**src/hw/dpdc_pkg.sv**
```systemverilog
package dpdc_pkg;

  // ----------------------------------------------------------------
  // Register indices and byte addresses
  // ----------------------------------------------------------------
  localparam logic [7:0] IDX_SWITCH_GAP_DELAY = 8'h16;
  localparam logic [7:0] IDX_MANUAL_BLOCK_POWER_DOWN = 8'h17;
  localparam logic [7:0] IDX_BIAS_AND_POWER_SOURCE_SELECT = 8'h18;
  localparam logic [7:0] IDX_WAFER_TEST_RESERVED = 8'h19;
  localparam int ADDR_W = 8;

  // Byte address is four times the index
  localparam logic [ADDR_W-1:0] ADDR_SWITCH_GAP_DELAY = {IDX_SWITCH_GAP_DELAY[5:0], 2'b00};
  localparam logic [ADDR_W-1:0] ADDR_MANUAL_BLOCK_POWER_DOWN =
    {IDX_MANUAL_BLOCK_POWER_DOWN[5:0], 2'b00};
  localparam logic [ADDR_W-1:0] ADDR_BIAS_AND_POWER_SOURCE_SELECT =
    {IDX_BIAS_AND_POWER_SOURCE_SELECT[5:0], 2'b00};
  localparam logic [ADDR_W-1:0] ADDR_WAFER_TEST_RESERVED =
    {IDX_WAFER_TEST_RESERVED[5:0], 2'b00};

  // ----------------------------------------------------------------
  // Reset values
  // ----------------------------------------------------------------
  localparam logic [7:0] RST_SWITCH_GAP_DELAY = 8'h0c;
  localparam logic [7:0] RST_MANUAL_BLOCK_POWER_DOWN = 8'h02;
  localparam logic [7:0] RST_BIAS_AND_POWER_SOURCE_SELECT = 8'h00;
  localparam logic [7:0] RST_WAFER_TEST_RESERVED = 8'h00;

  // ----------------------------------------------------------------
  // Field positions
  // ----------------------------------------------------------------
  localparam int BIT_COLOR_CHANNELS_OFF = 0;
  localparam int BIT_MONO_CHANNEL_OFF = 1;
  localparam int BIT_PLL_OFF = 2;
  localparam int BIT_PHASE_INTERP_OFF = 3;
  localparam int BIT_LOW_REF_BUFFER_OFF = 4;
  localparam int BIT_HIGH_REF_BUFFER_OFF = 5;
  localparam int BIT_BLACK_LEVEL_BUFFER_OFF = 6;
  localparam int BIT_BIAS_BLOCK_OFF = 7;
  localparam int BIT_MONO_BIAS_SELECT = 5;
  localparam int BIT_POWER_SOURCE_SELECT = 7;

  // ----------------------------------------------------------------
  // AXI responses
  // ----------------------------------------------------------------
  localparam logic [1:0] RESP_OKAY = 2'h0;
  localparam logic [1:0] RESP_SLVERR = 2'h2;

  // Mode inputs from the video configuration registers
  typedef struct packed {
    logic [1:0] video_input_select;
    logic clock_source_select;
    logic interp_bypass;
  } dpdc_mode_t;

  // Effective power-down controls to the analog blocks
  typedef struct packed {
    logic bias_block_off;
    logic black_level_buffer_off;
    logic high_ref_buffer_off;
    logic low_ref_buffer_off;
    logic phase_interp_off;
    logic pll_off;
    logic mono_channel_off;
    logic color_channels_off;
  } dpdc_pwr_t;

endpackage

```
**src/hw/dpdc_top.sv**
```systemverilog
// Functional notes
// - 8-bit switch gap delay, resets 0x0c
// - Source select bit 7, manual or automatic
// - Manual bit 0 powers down color channels
// - Auto: mono selected powers down color
// - Manual bit 1: mono and sync separator off
// - Auto: color selected powers down mono
// - Manual bit 2 powers down the PLL
// - Auto: external clock powers down PLL
// - Manual bit 3 powers down phase interpolator
// - Auto: bypass bit powers down interpolator
// - Manual bits 4-6 disable reference buffers
// - Manual bit 7 stops all bias
// - Reserved bias bits reset to zero
// - Bypass leaves only four coarse phases
//
// The AXI4-Lite slave port was decided locally.
`timescale 1ns/1ns

module dpdc_top #(
  parameter logic [1:0] MONO_SELECT_CODE = 2'h1
) (
  // Clock and reset
  input wire logic clk,
  input wire logic rst_n,
  // AXI4-Lite write address
  input wire logic [dpdc_pkg::ADDR_W-1:0] s_axi_awaddr,
  input wire logic s_axi_awvalid,
  output logic s_axi_awready,
  // AXI4-Lite write data
  input wire logic [31:0] s_axi_wdata,
  input wire logic [3:0] s_axi_wstrb,
  input wire logic s_axi_wvalid,
  output logic s_axi_wready,
  // AXI4-Lite write response
  output logic [1:0] s_axi_bresp,
  output logic s_axi_bvalid,
  input wire logic s_axi_bready,
  // AXI4-Lite read address
  input wire logic [dpdc_pkg::ADDR_W-1:0] s_axi_araddr,
  input wire logic s_axi_arvalid,
  output logic s_axi_arready,
  // AXI4-Lite read data
  output logic [31:0] s_axi_rdata,
  output logic [1:0] s_axi_rresp,
  output logic s_axi_rvalid,
  input wire logic s_axi_rready,
  // Mode settings from the video configuration logic
  input wire dpdc_pkg::dpdc_mode_t mode,
  // Analog block controls
  output dpdc_pkg::dpdc_pwr_t power_down,
  output logic sync_separator_off,
  output logic coarse_phase_only,
  output logic [7:0] switch_gap_delay_out,
  output logic mono_bias_select_out
);

  // ----------------------------------------------------------------
  // Register storage
  // ----------------------------------------------------------------
  logic [7:0] switch_gap_delay;
  logic [7:0] manual_block_power_down;
  logic [7:0] bias_and_power_source_select;
  logic [7:0] wafer_test_reserved;

  // ----------------------------------------------------------------
  // Write channel
  // ----------------------------------------------------------------
  logic aw_held;
  logic w_held;
  logic [dpdc_pkg::ADDR_W-1:0] aw_addr;
  logic [7:0] w_byte;
  logic w_lane0;
  logic wr_fire;
  logic wr_hit;

  logic next_aw_held;
  logic next_w_held;
  logic next_bvalid;

  // Address and data are taken in either order, one write in flight
  assign wr_fire = aw_held && w_held && !s_axi_bvalid;

  // Next holding and answer state, so the readies can come from flops
  always_comb begin
    next_aw_held = aw_held;
    next_w_held = w_held;
    next_bvalid = s_axi_bvalid;
    if (s_axi_awvalid && s_axi_awready) begin
      next_aw_held = 1'b1;
    end else if (wr_fire) begin
      next_aw_held = 1'b0;
    end
    if (s_axi_wvalid && s_axi_wready) begin
      next_w_held = 1'b1;
    end else if (wr_fire) begin
      next_w_held = 1'b0;
    end
    if (wr_fire) begin
      next_bvalid = 1'b1;
    end else if (s_axi_bready) begin
      next_bvalid = 1'b0;
    end
  end

  // Write readies, low while a write is held or being answered
  always_ff @(posedge clk) begin
    if (!rst_n) begin
      s_axi_awready <= 1'b0;
      s_axi_wready <= 1'b0;
    end else begin
      s_axi_awready <= !next_aw_held && !next_bvalid;
      s_axi_wready <= !next_w_held && !next_bvalid;
    end
  end

  // Write address holding
  always_ff @(posedge clk) begin
    if (!rst_n) begin
      aw_held <= 1'b0;
      aw_addr <= '0;
    end else if (s_axi_awvalid && s_axi_awready) begin
      aw_held <= 1'b1;
      aw_addr <= s_axi_awaddr;
    end else if (wr_fire) begin
      aw_held <= 1'b0;
    end
  end

  // Write data holding
  always_ff @(posedge clk) begin
    if (!rst_n) begin
      w_held <= 1'b0;
      w_byte <= '0;
      w_lane0 <= 1'b0;
    end else if (s_axi_wvalid && s_axi_wready) begin
      w_held <= 1'b1;
      w_byte <= s_axi_wdata[7:0];
      w_lane0 <= s_axi_wstrb[0];
    end else if (wr_fire) begin
      w_held <= 1'b0;
    end
  end

  // Write address decode
  always_comb begin
    case (aw_addr)
      dpdc_pkg::ADDR_SWITCH_GAP_DELAY,
      dpdc_pkg::ADDR_MANUAL_BLOCK_POWER_DOWN,
      dpdc_pkg::ADDR_BIAS_AND_POWER_SOURCE_SELECT,
      dpdc_pkg::ADDR_WAFER_TEST_RESERVED: wr_hit = 1'b1;
      default: wr_hit = 1'b0;
    endcase
  end

  // Write response
  always_ff @(posedge clk) begin
    if (!rst_n) begin
      s_axi_bvalid <= 1'b0;
      s_axi_bresp <= dpdc_pkg::RESP_OKAY;
    end else if (wr_fire) begin
      s_axi_bvalid <= 1'b1;
      s_axi_bresp <= wr_hit ? dpdc_pkg::RESP_OKAY : dpdc_pkg::RESP_SLVERR;
    end else if (s_axi_bready) begin
      s_axi_bvalid <= 1'b0;
    end
  end

  // ----------------------------------------------------------------
  // Register updates
  // ----------------------------------------------------------------
  // Switch gap delay register
  always_ff @(posedge clk) begin
    if (!rst_n) begin
      switch_gap_delay <= dpdc_pkg::RST_SWITCH_GAP_DELAY;
    end else if (wr_fire && w_lane0 && aw_addr == dpdc_pkg::ADDR_SWITCH_GAP_DELAY) begin
      switch_gap_delay <= w_byte;
    end
  end

  // Manual power-down bits, mono bit set at reset
  always_ff @(posedge clk) begin
    if (!rst_n) begin
      manual_block_power_down <= dpdc_pkg::RST_MANUAL_BLOCK_POWER_DOWN;
    end else if (wr_fire && w_lane0 &&
                 aw_addr == dpdc_pkg::ADDR_MANUAL_BLOCK_POWER_DOWN) begin
      manual_block_power_down <= w_byte;
    end
  end

  // Bias and source register, reserved bits kept as written
  always_ff @(posedge clk) begin
    if (!rst_n) begin
      bias_and_power_source_select <= dpdc_pkg::RST_BIAS_AND_POWER_SOURCE_SELECT;
    end else if (wr_fire && w_lane0 &&
                 aw_addr == dpdc_pkg::ADDR_BIAS_AND_POWER_SOURCE_SELECT) begin
      bias_and_power_source_select <= w_byte;
    end
  end

  always_ff @(posedge clk) begin
    if (!rst_n) begin
      wafer_test_reserved <= dpdc_pkg::RST_WAFER_TEST_RESERVED;
    end else if (wr_fire && w_lane0 && aw_addr == dpdc_pkg::ADDR_WAFER_TEST_RESERVED) begin
      wafer_test_reserved <= w_byte;
    end
  end

  // ----------------------------------------------------------------
  // Read channel
  // ----------------------------------------------------------------
  logic [7:0] rd_byte;
  logic rd_hit;

  logic next_rvalid;

  // One read in flight: next answer state for the registered ready
  always_comb begin
    next_rvalid = s_axi_rvalid;
    if (s_axi_arvalid && s_axi_arready) begin
      next_rvalid = 1'b1;
    end else if (s_axi_rready) begin
      next_rvalid = 1'b0;
    end
  end

  // Read ready, low while read data stands
  always_ff @(posedge clk) begin
    if (!rst_n) begin
      s_axi_arready <= 1'b0;
    end else begin
      s_axi_arready <= !next_rvalid;
    end
  end

  // Read address decode
  always_comb begin
    rd_hit = 1'b1;
    case (s_axi_araddr)
      dpdc_pkg::ADDR_SWITCH_GAP_DELAY: rd_byte = switch_gap_delay;
      dpdc_pkg::ADDR_MANUAL_BLOCK_POWER_DOWN: rd_byte = manual_block_power_down;
      dpdc_pkg::ADDR_BIAS_AND_POWER_SOURCE_SELECT: rd_byte = bias_and_power_source_select;
      dpdc_pkg::ADDR_WAFER_TEST_RESERVED: rd_byte = wafer_test_reserved;
      default: begin
        rd_byte = 8'h00;
        rd_hit = 1'b0;
      end
    endcase
  end

  // Read data, upper bits read as zero
  always_ff @(posedge clk) begin
    if (!rst_n) begin
      s_axi_rvalid <= 1'b0;
      s_axi_rdata <= 32'h0000_0000;
      s_axi_rresp <= dpdc_pkg::RESP_OKAY;
    end else if (s_axi_arvalid && s_axi_arready) begin
      s_axi_rvalid <= 1'b1;
      s_axi_rdata <= {24'h00_0000, rd_byte};
      s_axi_rresp <= rd_hit ? dpdc_pkg::RESP_OKAY : dpdc_pkg::RESP_SLVERR;
    end else if (s_axi_rready) begin
      s_axi_rvalid <= 1'b0;
    end
  end

  // ----------------------------------------------------------------
  // Power-down source selection
  // ----------------------------------------------------------------
  logic manual_src;
  logic mono_selected;
  dpdc_pkg::dpdc_pwr_t auto_pd;
  dpdc_pkg::dpdc_pwr_t next_power_down;

  // Bit 7 picks manual bits, else mode-derived
  assign manual_src = bias_and_power_source_select[dpdc_pkg::BIT_POWER_SOURCE_SELECT];
  assign mono_selected = (mode.video_input_select == MONO_SELECT_CODE);

  // Automatic conditions from the mode settings
  always_comb begin
    auto_pd = '0;
    auto_pd.color_channels_off = mono_selected;
    auto_pd.mono_channel_off = !mono_selected;
    auto_pd.pll_off = mode.clock_source_select;
    auto_pd.phase_interp_off = mode.interp_bypass;
  end

  // Per-block mux of manual bit versus automatic condition
  always_comb begin
    next_power_down = manual_src ? dpdc_pkg::dpdc_pwr_t'(manual_block_power_down) : auto_pd;
  end

  // Registered block controls
  always_ff @(posedge clk) begin
    if (!rst_n) begin
      power_down <= '0;
      sync_separator_off <= 1'b0;
    end else begin
      power_down <= next_power_down;
      sync_separator_off <= next_power_down.mono_channel_off;
    end
  end

  // Coarse phase only when bypassed or interpolator off
  always_ff @(posedge clk) begin
    if (!rst_n) begin
      coarse_phase_only <= 1'b0;
    end else begin
      coarse_phase_only <= mode.interp_bypass || next_power_down.phase_interp_off;
    end
  end

  // Switch gap and mono bias drives to the analog side
  always_ff @(posedge clk) begin
    if (!rst_n) begin
      switch_gap_delay_out <= dpdc_pkg::RST_SWITCH_GAP_DELAY;
      mono_bias_select_out <= 1'b0;
    end else begin
      switch_gap_delay_out <= switch_gap_delay;
      mono_bias_select_out <= bias_and_power_source_select[dpdc_pkg::BIT_MONO_BIAS_SELECT];
    end
  end

endmodule // dpdc_top

```
**config.mk**
```make
export PLATFORM = sky130hd
export DESIGN_NAME = dpdc_top
export DESIGN_NICKNAME = d
export VERILOG_FILES = /design/src/hw/dpdc_pkg.sv /design/src/hw/dpdc_top.sv
export SDC_FILE = /design/constraint.sdc
export NUM_CORES = 1
export LEC_CHECK = 0
export BUFFER_PORTS_ARGS = -buffer_cell sky130_fd_sc_hd__buf_2
export CAP_MARGIN = 20
export CORE_MARGIN = 10
export CORE_UTILIZATION = 30
export DETAILED_ROUTE_END_ITERATION = 8
export PLACE_DENSITY = 0.49
export SETUP_SLACK_MARGIN = 0.2
export SYNTH_ARGS = -nofsm -noshare
export SYNTH_HDL_FRONTEND = slang
export SYNTH_SLANG_ARGS = --single-unit
```
**constraint.sdc**
```tcl
create_clock -name clk -period 1.5 [get_ports clk]
set_input_delay 0.15 -clock clk [delete_from_list [all_inputs] [get_ports clk]]
set_output_delay 0.15 -clock clk [all_outputs]
set_load 0.05 [all_outputs]
```
==> After elaboration in Yosys (flattened, before gate mapping) <==
Index checks and enable logic that the tools add are counted.
{ "classes": {"n_eq_ne": 9, "muxes": 14, "reduce_logical": 22} }
{ "op_table": {"columns": ["cell", "count"], "rows": [
  ["8-bit by 7-bit == test with 1-bit output (second input constant)", 8],
  ["8-bit one-hot mux with 4 select lines", 1],
  ["1-bit logical AND", 12],
  ["1-bit two-way mux", 10],
  ["4-bit OR reduction", 2],
  ["1-bit logical NOT", 6],
  ["2-bit two-way mux", 2],
  ["4-bit two-way mux", 1],
  ["2-bit by 1-bit == test with 1-bit output (second input constant)", 1],
  ["2-bit AND reduction", 1],
  ["1-bit logical OR", 1]
]} }
{ "word_totals": {"ff_bits": 86, "in_bits": 63, "word_cells": 73, "output_inout_bits": 60} }

==> Depth between registers and ports, before layout <==
{ "logic_depth": {"ltp_word": 6, "mapped_depth": 6, "depth_no_buf": 4} }

==> Worst setup path after synthesis <==
Ideal clock, no wire load.
{ "synth_path": {"path_kind": "register -> register", "from": "register s_axi_arready", "to": "register s_axi_rdata[6]", "path_buffers": 1, "path_stages_with_launch": 6, "arrival_time_ps": 1612, "t_required_ps": 1440, "setup_time_ps": 60, "path_slack_ps": -173, "synth_period_minus_slack_ps": 1673, "path_cell_list": "dfxtp_1 nand2_1 nor4_1 and2_1 clkbuf_1 a22o_1"} }
{ "synth_between": {"elab_chain_cells": 1} }
{ "synth_rtl": {"columns": ["element", "line_no", "source"], "rows": [
  ["start: declaration", "dpdc_top.sv:42", "output logic s_axi_arready,"],
  ["start signal: assignment", "dpdc_top.sv:232", "s_axi_arready <= !next_rvalid;"],
  ["1-bit logical AND", "dpdc_top.sv:257", "end else if (s_axi_arvalid && s_axi_arready) begin"],
  ["end signal: assignment", "dpdc_top.sv:259", "s_axi_rdata <= {24'h00_0000, rd_byte};"],
  ["end: declaration", "dpdc_top.sv:44", "output logic [31:0] s_axi_rdata,"]
]} }
Every way passes these cells.
A chain may end at the register's enable or synchronous reset.

==> Worst setup path after layout <==
{ "layout_path": {"from": "register s_axi_bvalid", "to": "register manual_block_power_down[2]"} }
{ "layout_between": {"elab_chain_cells": 4} }
{ "layout_rtl": {"columns": ["element", "line_no", "source"], "rows": [
  ["start: declaration", "dpdc_top.sv:37", "output logic s_axi_bvalid,"],
  ["start signal: assignment", "dpdc_top.sv:159", "s_axi_bvalid <= 1'b0;"],
  ["start signal: assignment", "dpdc_top.sv:162", "s_axi_bvalid <= 1'b1;"],
  ["start signal: assignment", "dpdc_top.sv:165", "s_axi_bvalid <= 1'b0;"],
  ["1-bit logical NOT", "dpdc_top.sv:82", "assign wr_fire = aw_held && w_held && !s_axi_bvalid;"],
  ["1-bit logical AND", "dpdc_top.sv:82", null],
  ["1-bit logical AND (2 in series)", "dpdc_top.sv:185", "end else if (wr_fire && w_lane0 &&"],
  ["end signal: assignment", "dpdc_top.sv:184", "manual_block_power_down <= dpdc_pkg::RST_MANUAL_BLOCK_POWER_DOWN;"],
  ["end signal: assignment", "dpdc_top.sv:187", "manual_block_power_down <= w_byte;"],
  ["end: declaration", "dpdc_top.sv:62", "logic [7:0] manual_block_power_down;"]
]} }
Every way passes these cells.

==> results.yml <==
yosys:
  ys.flop_type: "dfxtp_1"
  synth.top_cells.by_count: "84 x dfxtp_1, 71 x nand2_1, 35 x mux2i_1, 29 x buf_4"
  synthTopCellsByArea: "dfxtp_1 50%, mux2i_1 10%, nand2_1 7.9%, buf_4 6.4%, a21boi_0 4.2%"
  synth.largest_area_cell: "dfxtp_1"
  yosysTopAreaCellShare_pct: 49.58
  synth-seq-area-share_pct: 49.58
  syn_inst: 357
  ys_async_sr_fraction_pct: 0
  synth_most_common_cell: "dfxtp_1"
  yosys_warnings: 0
  post_synth_num_cell_types: 37
  syn-cell-area_mm2: 0.003392
  avgSynthCellArea_um2: 9.501
  synth_edf_count: 0
  synth-seq-cells: 84
grt:
  grt_pass1_vias: 2626
  grt_max_degree: 76
  antenna_found_initial: 0
  grt_pass1_wl_um: 13010
  grtUsageTotal_pct: 9.928
  grt-ovfl-total: 0
critical_path:
  r2r_end: "manual_block_power_down[2]"
  r2r_cells: 5
  reg2reg_from: "s_axi_bvalid"
  cp.arrival_ns: 1.56
  critPathKind: "reg -> reg"
  end_kind: "register"
  worstPathMaxFanout: 7
  required_ns: 1.76
  cp-start-kind: "register"
  reg2reg_setup_slack_ns: 0.20
sta:
  hold_violations: 0
  max_freq_mhz: 769.5
  min_period_ns: 1.300
  tns_ns: 0
  rsz0062_at_grt: "yes"
  setup_viol: 0
  finalMaxSlewViolations: 0
  period_share_pct: 86.64
  skew_ns: 0.007228
floorplan:
  ios: 123
  core_mm2: 0.01094
  start_util_pct: 31.02
  fp-row-count: 38
  dieArea_mm2: 0.01596
  fp.dieW_um: 126.3
  dieHeight_um: 126.3
detailed_routing:
  drt_wl_total_um: 8067
  vias_per_cell: 4.412
  drt_first_pass_iters: 4
  antenna_left: 0
  drtIter0Drc: 87
  vias: 2519
  drc_errors: 0
  routedWlPerCell_um: 14.13
power:
  leakage_nw: 1.824
  combPwrFrac_pct: 9.5
  switching_share_pct: 25.99
  p_int_mw: 3.694
  switching_power_mw: 1.297
  power.share.clock_pct: 44.3
  peakVddDrop_mv: 0.5831
  pwr-share-seq_pct: 46.2
  powerDensity_mw_per_mm2: 1195
layout:
  area_growth_pct: 23.16
  design_area_mm2: 0.004178
  drive_gt1_share_pct: 26.68
  nets: 489
  antenna_cells: 0
cts:
  insertion_delay_ns: 0.33
  cts_tree: "yes"
  cts_max_level: 3
  clock_sinks: 84
  hold_buffers: 0
  numCtsBuffers: 9
  clk_pin_slew_worst_paths_ns: 0.06
  cts_buffer_depth: 2
  cts-root-buf: "clkbuf_16"
hold_path:
  hold_start: "s_axi_awaddr[6]"
  hp-class: "in -> reg"
  hold_path_end: "aw_addr[6]"
  hold_depth: 3
placement:
  hpwl_um: 5836
  io_buffers: 69
  placed_area_mm2: 0.003815
  routabilityCongestion: 0.7235
run:
  drv_cap: 0
status:
  status: "complete, no violations"
[worst max-delay path, cell delays in order, from the launching register on]
cell and delay, ns:
dfxtp_4 0.34, and3b_2 0.29, nand4_4 0.12, nor2_4 0.15, buf_12 0.14, mux2i_1 0.18
[power by group through the flow]
stage / registers (mW) / clock network, mW / logic [mW]
floorplan: 2.42 / 0 / 0.346
global placement: 2.35 / 0 / 0.470
detailed placement: 2.36 / 0 / 0.473
CTS: 2.30 / 2.27 / 0.474
global route: 2.31 / 2.36 / 0.511
finish: 2.31 / 2.21 / 0.473
[per-stage QoR]
| step | hold WS, ns | power (mW) | setup WS [ns] | instances | util (%) |
|---|---|---|---|---|---|
| 3_3_place_gp | 0.3956 | 2.823 | 0.1322 | 552 | 34.89 |
| 3_5_place_dp | 0.4053 | 2.828 | 0.07878 | 552 | 34.89 |
| 2_1_floorplan | 0.2885 | 2.764 | 0.1246 | 382 | - |
| 4_1_cts | 0.05372 | 5.048 | 0.1909 | 570 | 37.95 |
| 6_report | 0.05820 | 4.991 | 0.2004 | 571 | 38.20 |
| 5_1_grt | 0.06284 | 5.179 | 0.06645 | 571 | 38.20 |
[worst max path at each step]
stage	start	to	cells after the start
global placement	s_axi_bvalid	manual_block_power_down[7]	4
detailed placement	s_axi_bvalid	manual_block_power_down[2]	4
floorplan	s_axi_bvalid	switch_gap_delay[0]	6
CTS	aw_addr[0]	switch_gap_delay[3]	5
global route	aw_addr[0]	bias_and_power_source_select[4]	5
finish	s_axi_bvalid	manual_block_power_down[2]	5
[cells in the final DEF (no fill, tap or decap), types with 5 or more instances in the layout]
cell type	synthesis	routed
dfxtp_1	84	76
nand2_1	71	71
buf_2	5	69
mux2i_1	35	35
conb_1	1	26
a21boi_0	19	19
and2_1	13	12
o21ai_0	19	10
o21ai_1	1	10
clkbuf_16	0	9
o22ai_1	8	8
a22o_1	8	8
nor2b_1	6	6
dfxtp_2	0	6
buf_4	29	6
nand2b_1	6	5
and3_1	5	5
nand3_1	7	5
[final cells by class]
class                      instances  area [um2]
inverter                           4       15.01
tap                              140       175.2
fill                            1125        6758
clock inverter                     7       75.07
timing repair buffer              80       473.0
multi-input combinational        247        1518
clock buffer                       9       225.2
sequential                        84        1697
[kinds of logic after synthesis]
group                  synth area share [%]
AOI/OAI and AO/OA                     12.03
buffers and inverters                 9.258
DFF                                   49.58
muxes                                 10.33
other                                0.1106
and+or+nand+nor                       18.70
[state kept, by name, summed over array words and instances (netlist names), 7 cells and up]
| signal | flops |
|---|---|
| wafer_test_reserved | 8 |
| switch_gap_delay_out | 8 |
| bias_and_power_source_select | 8 |
| w_byte | 8 |
| manual_block_power_down | 8 |
| s_axi_rdata | 8 |
| aw_addr | 8 |
| switch_gap_delay | 8 |
| power_down | 7 |
[metal layers]
metal | global-route usage, % | wire, um
met5 | 0 | 0
met4 | 5.425 | 183
met3 | 2.832 | 509
met2 | 14.87 | 3514
met1 | 12.60 | 3859
[what timing repair did]
item,4_1_cts,5_1_grt
endpoints found under the hold margin,0,0
setup buffers,2,0
setup endpoints to repair,25,38
gates resized for setup,4,10
pin swaps,1,4
cloned,0,1
Note: power is estimated with default switching activity, not from simulation.
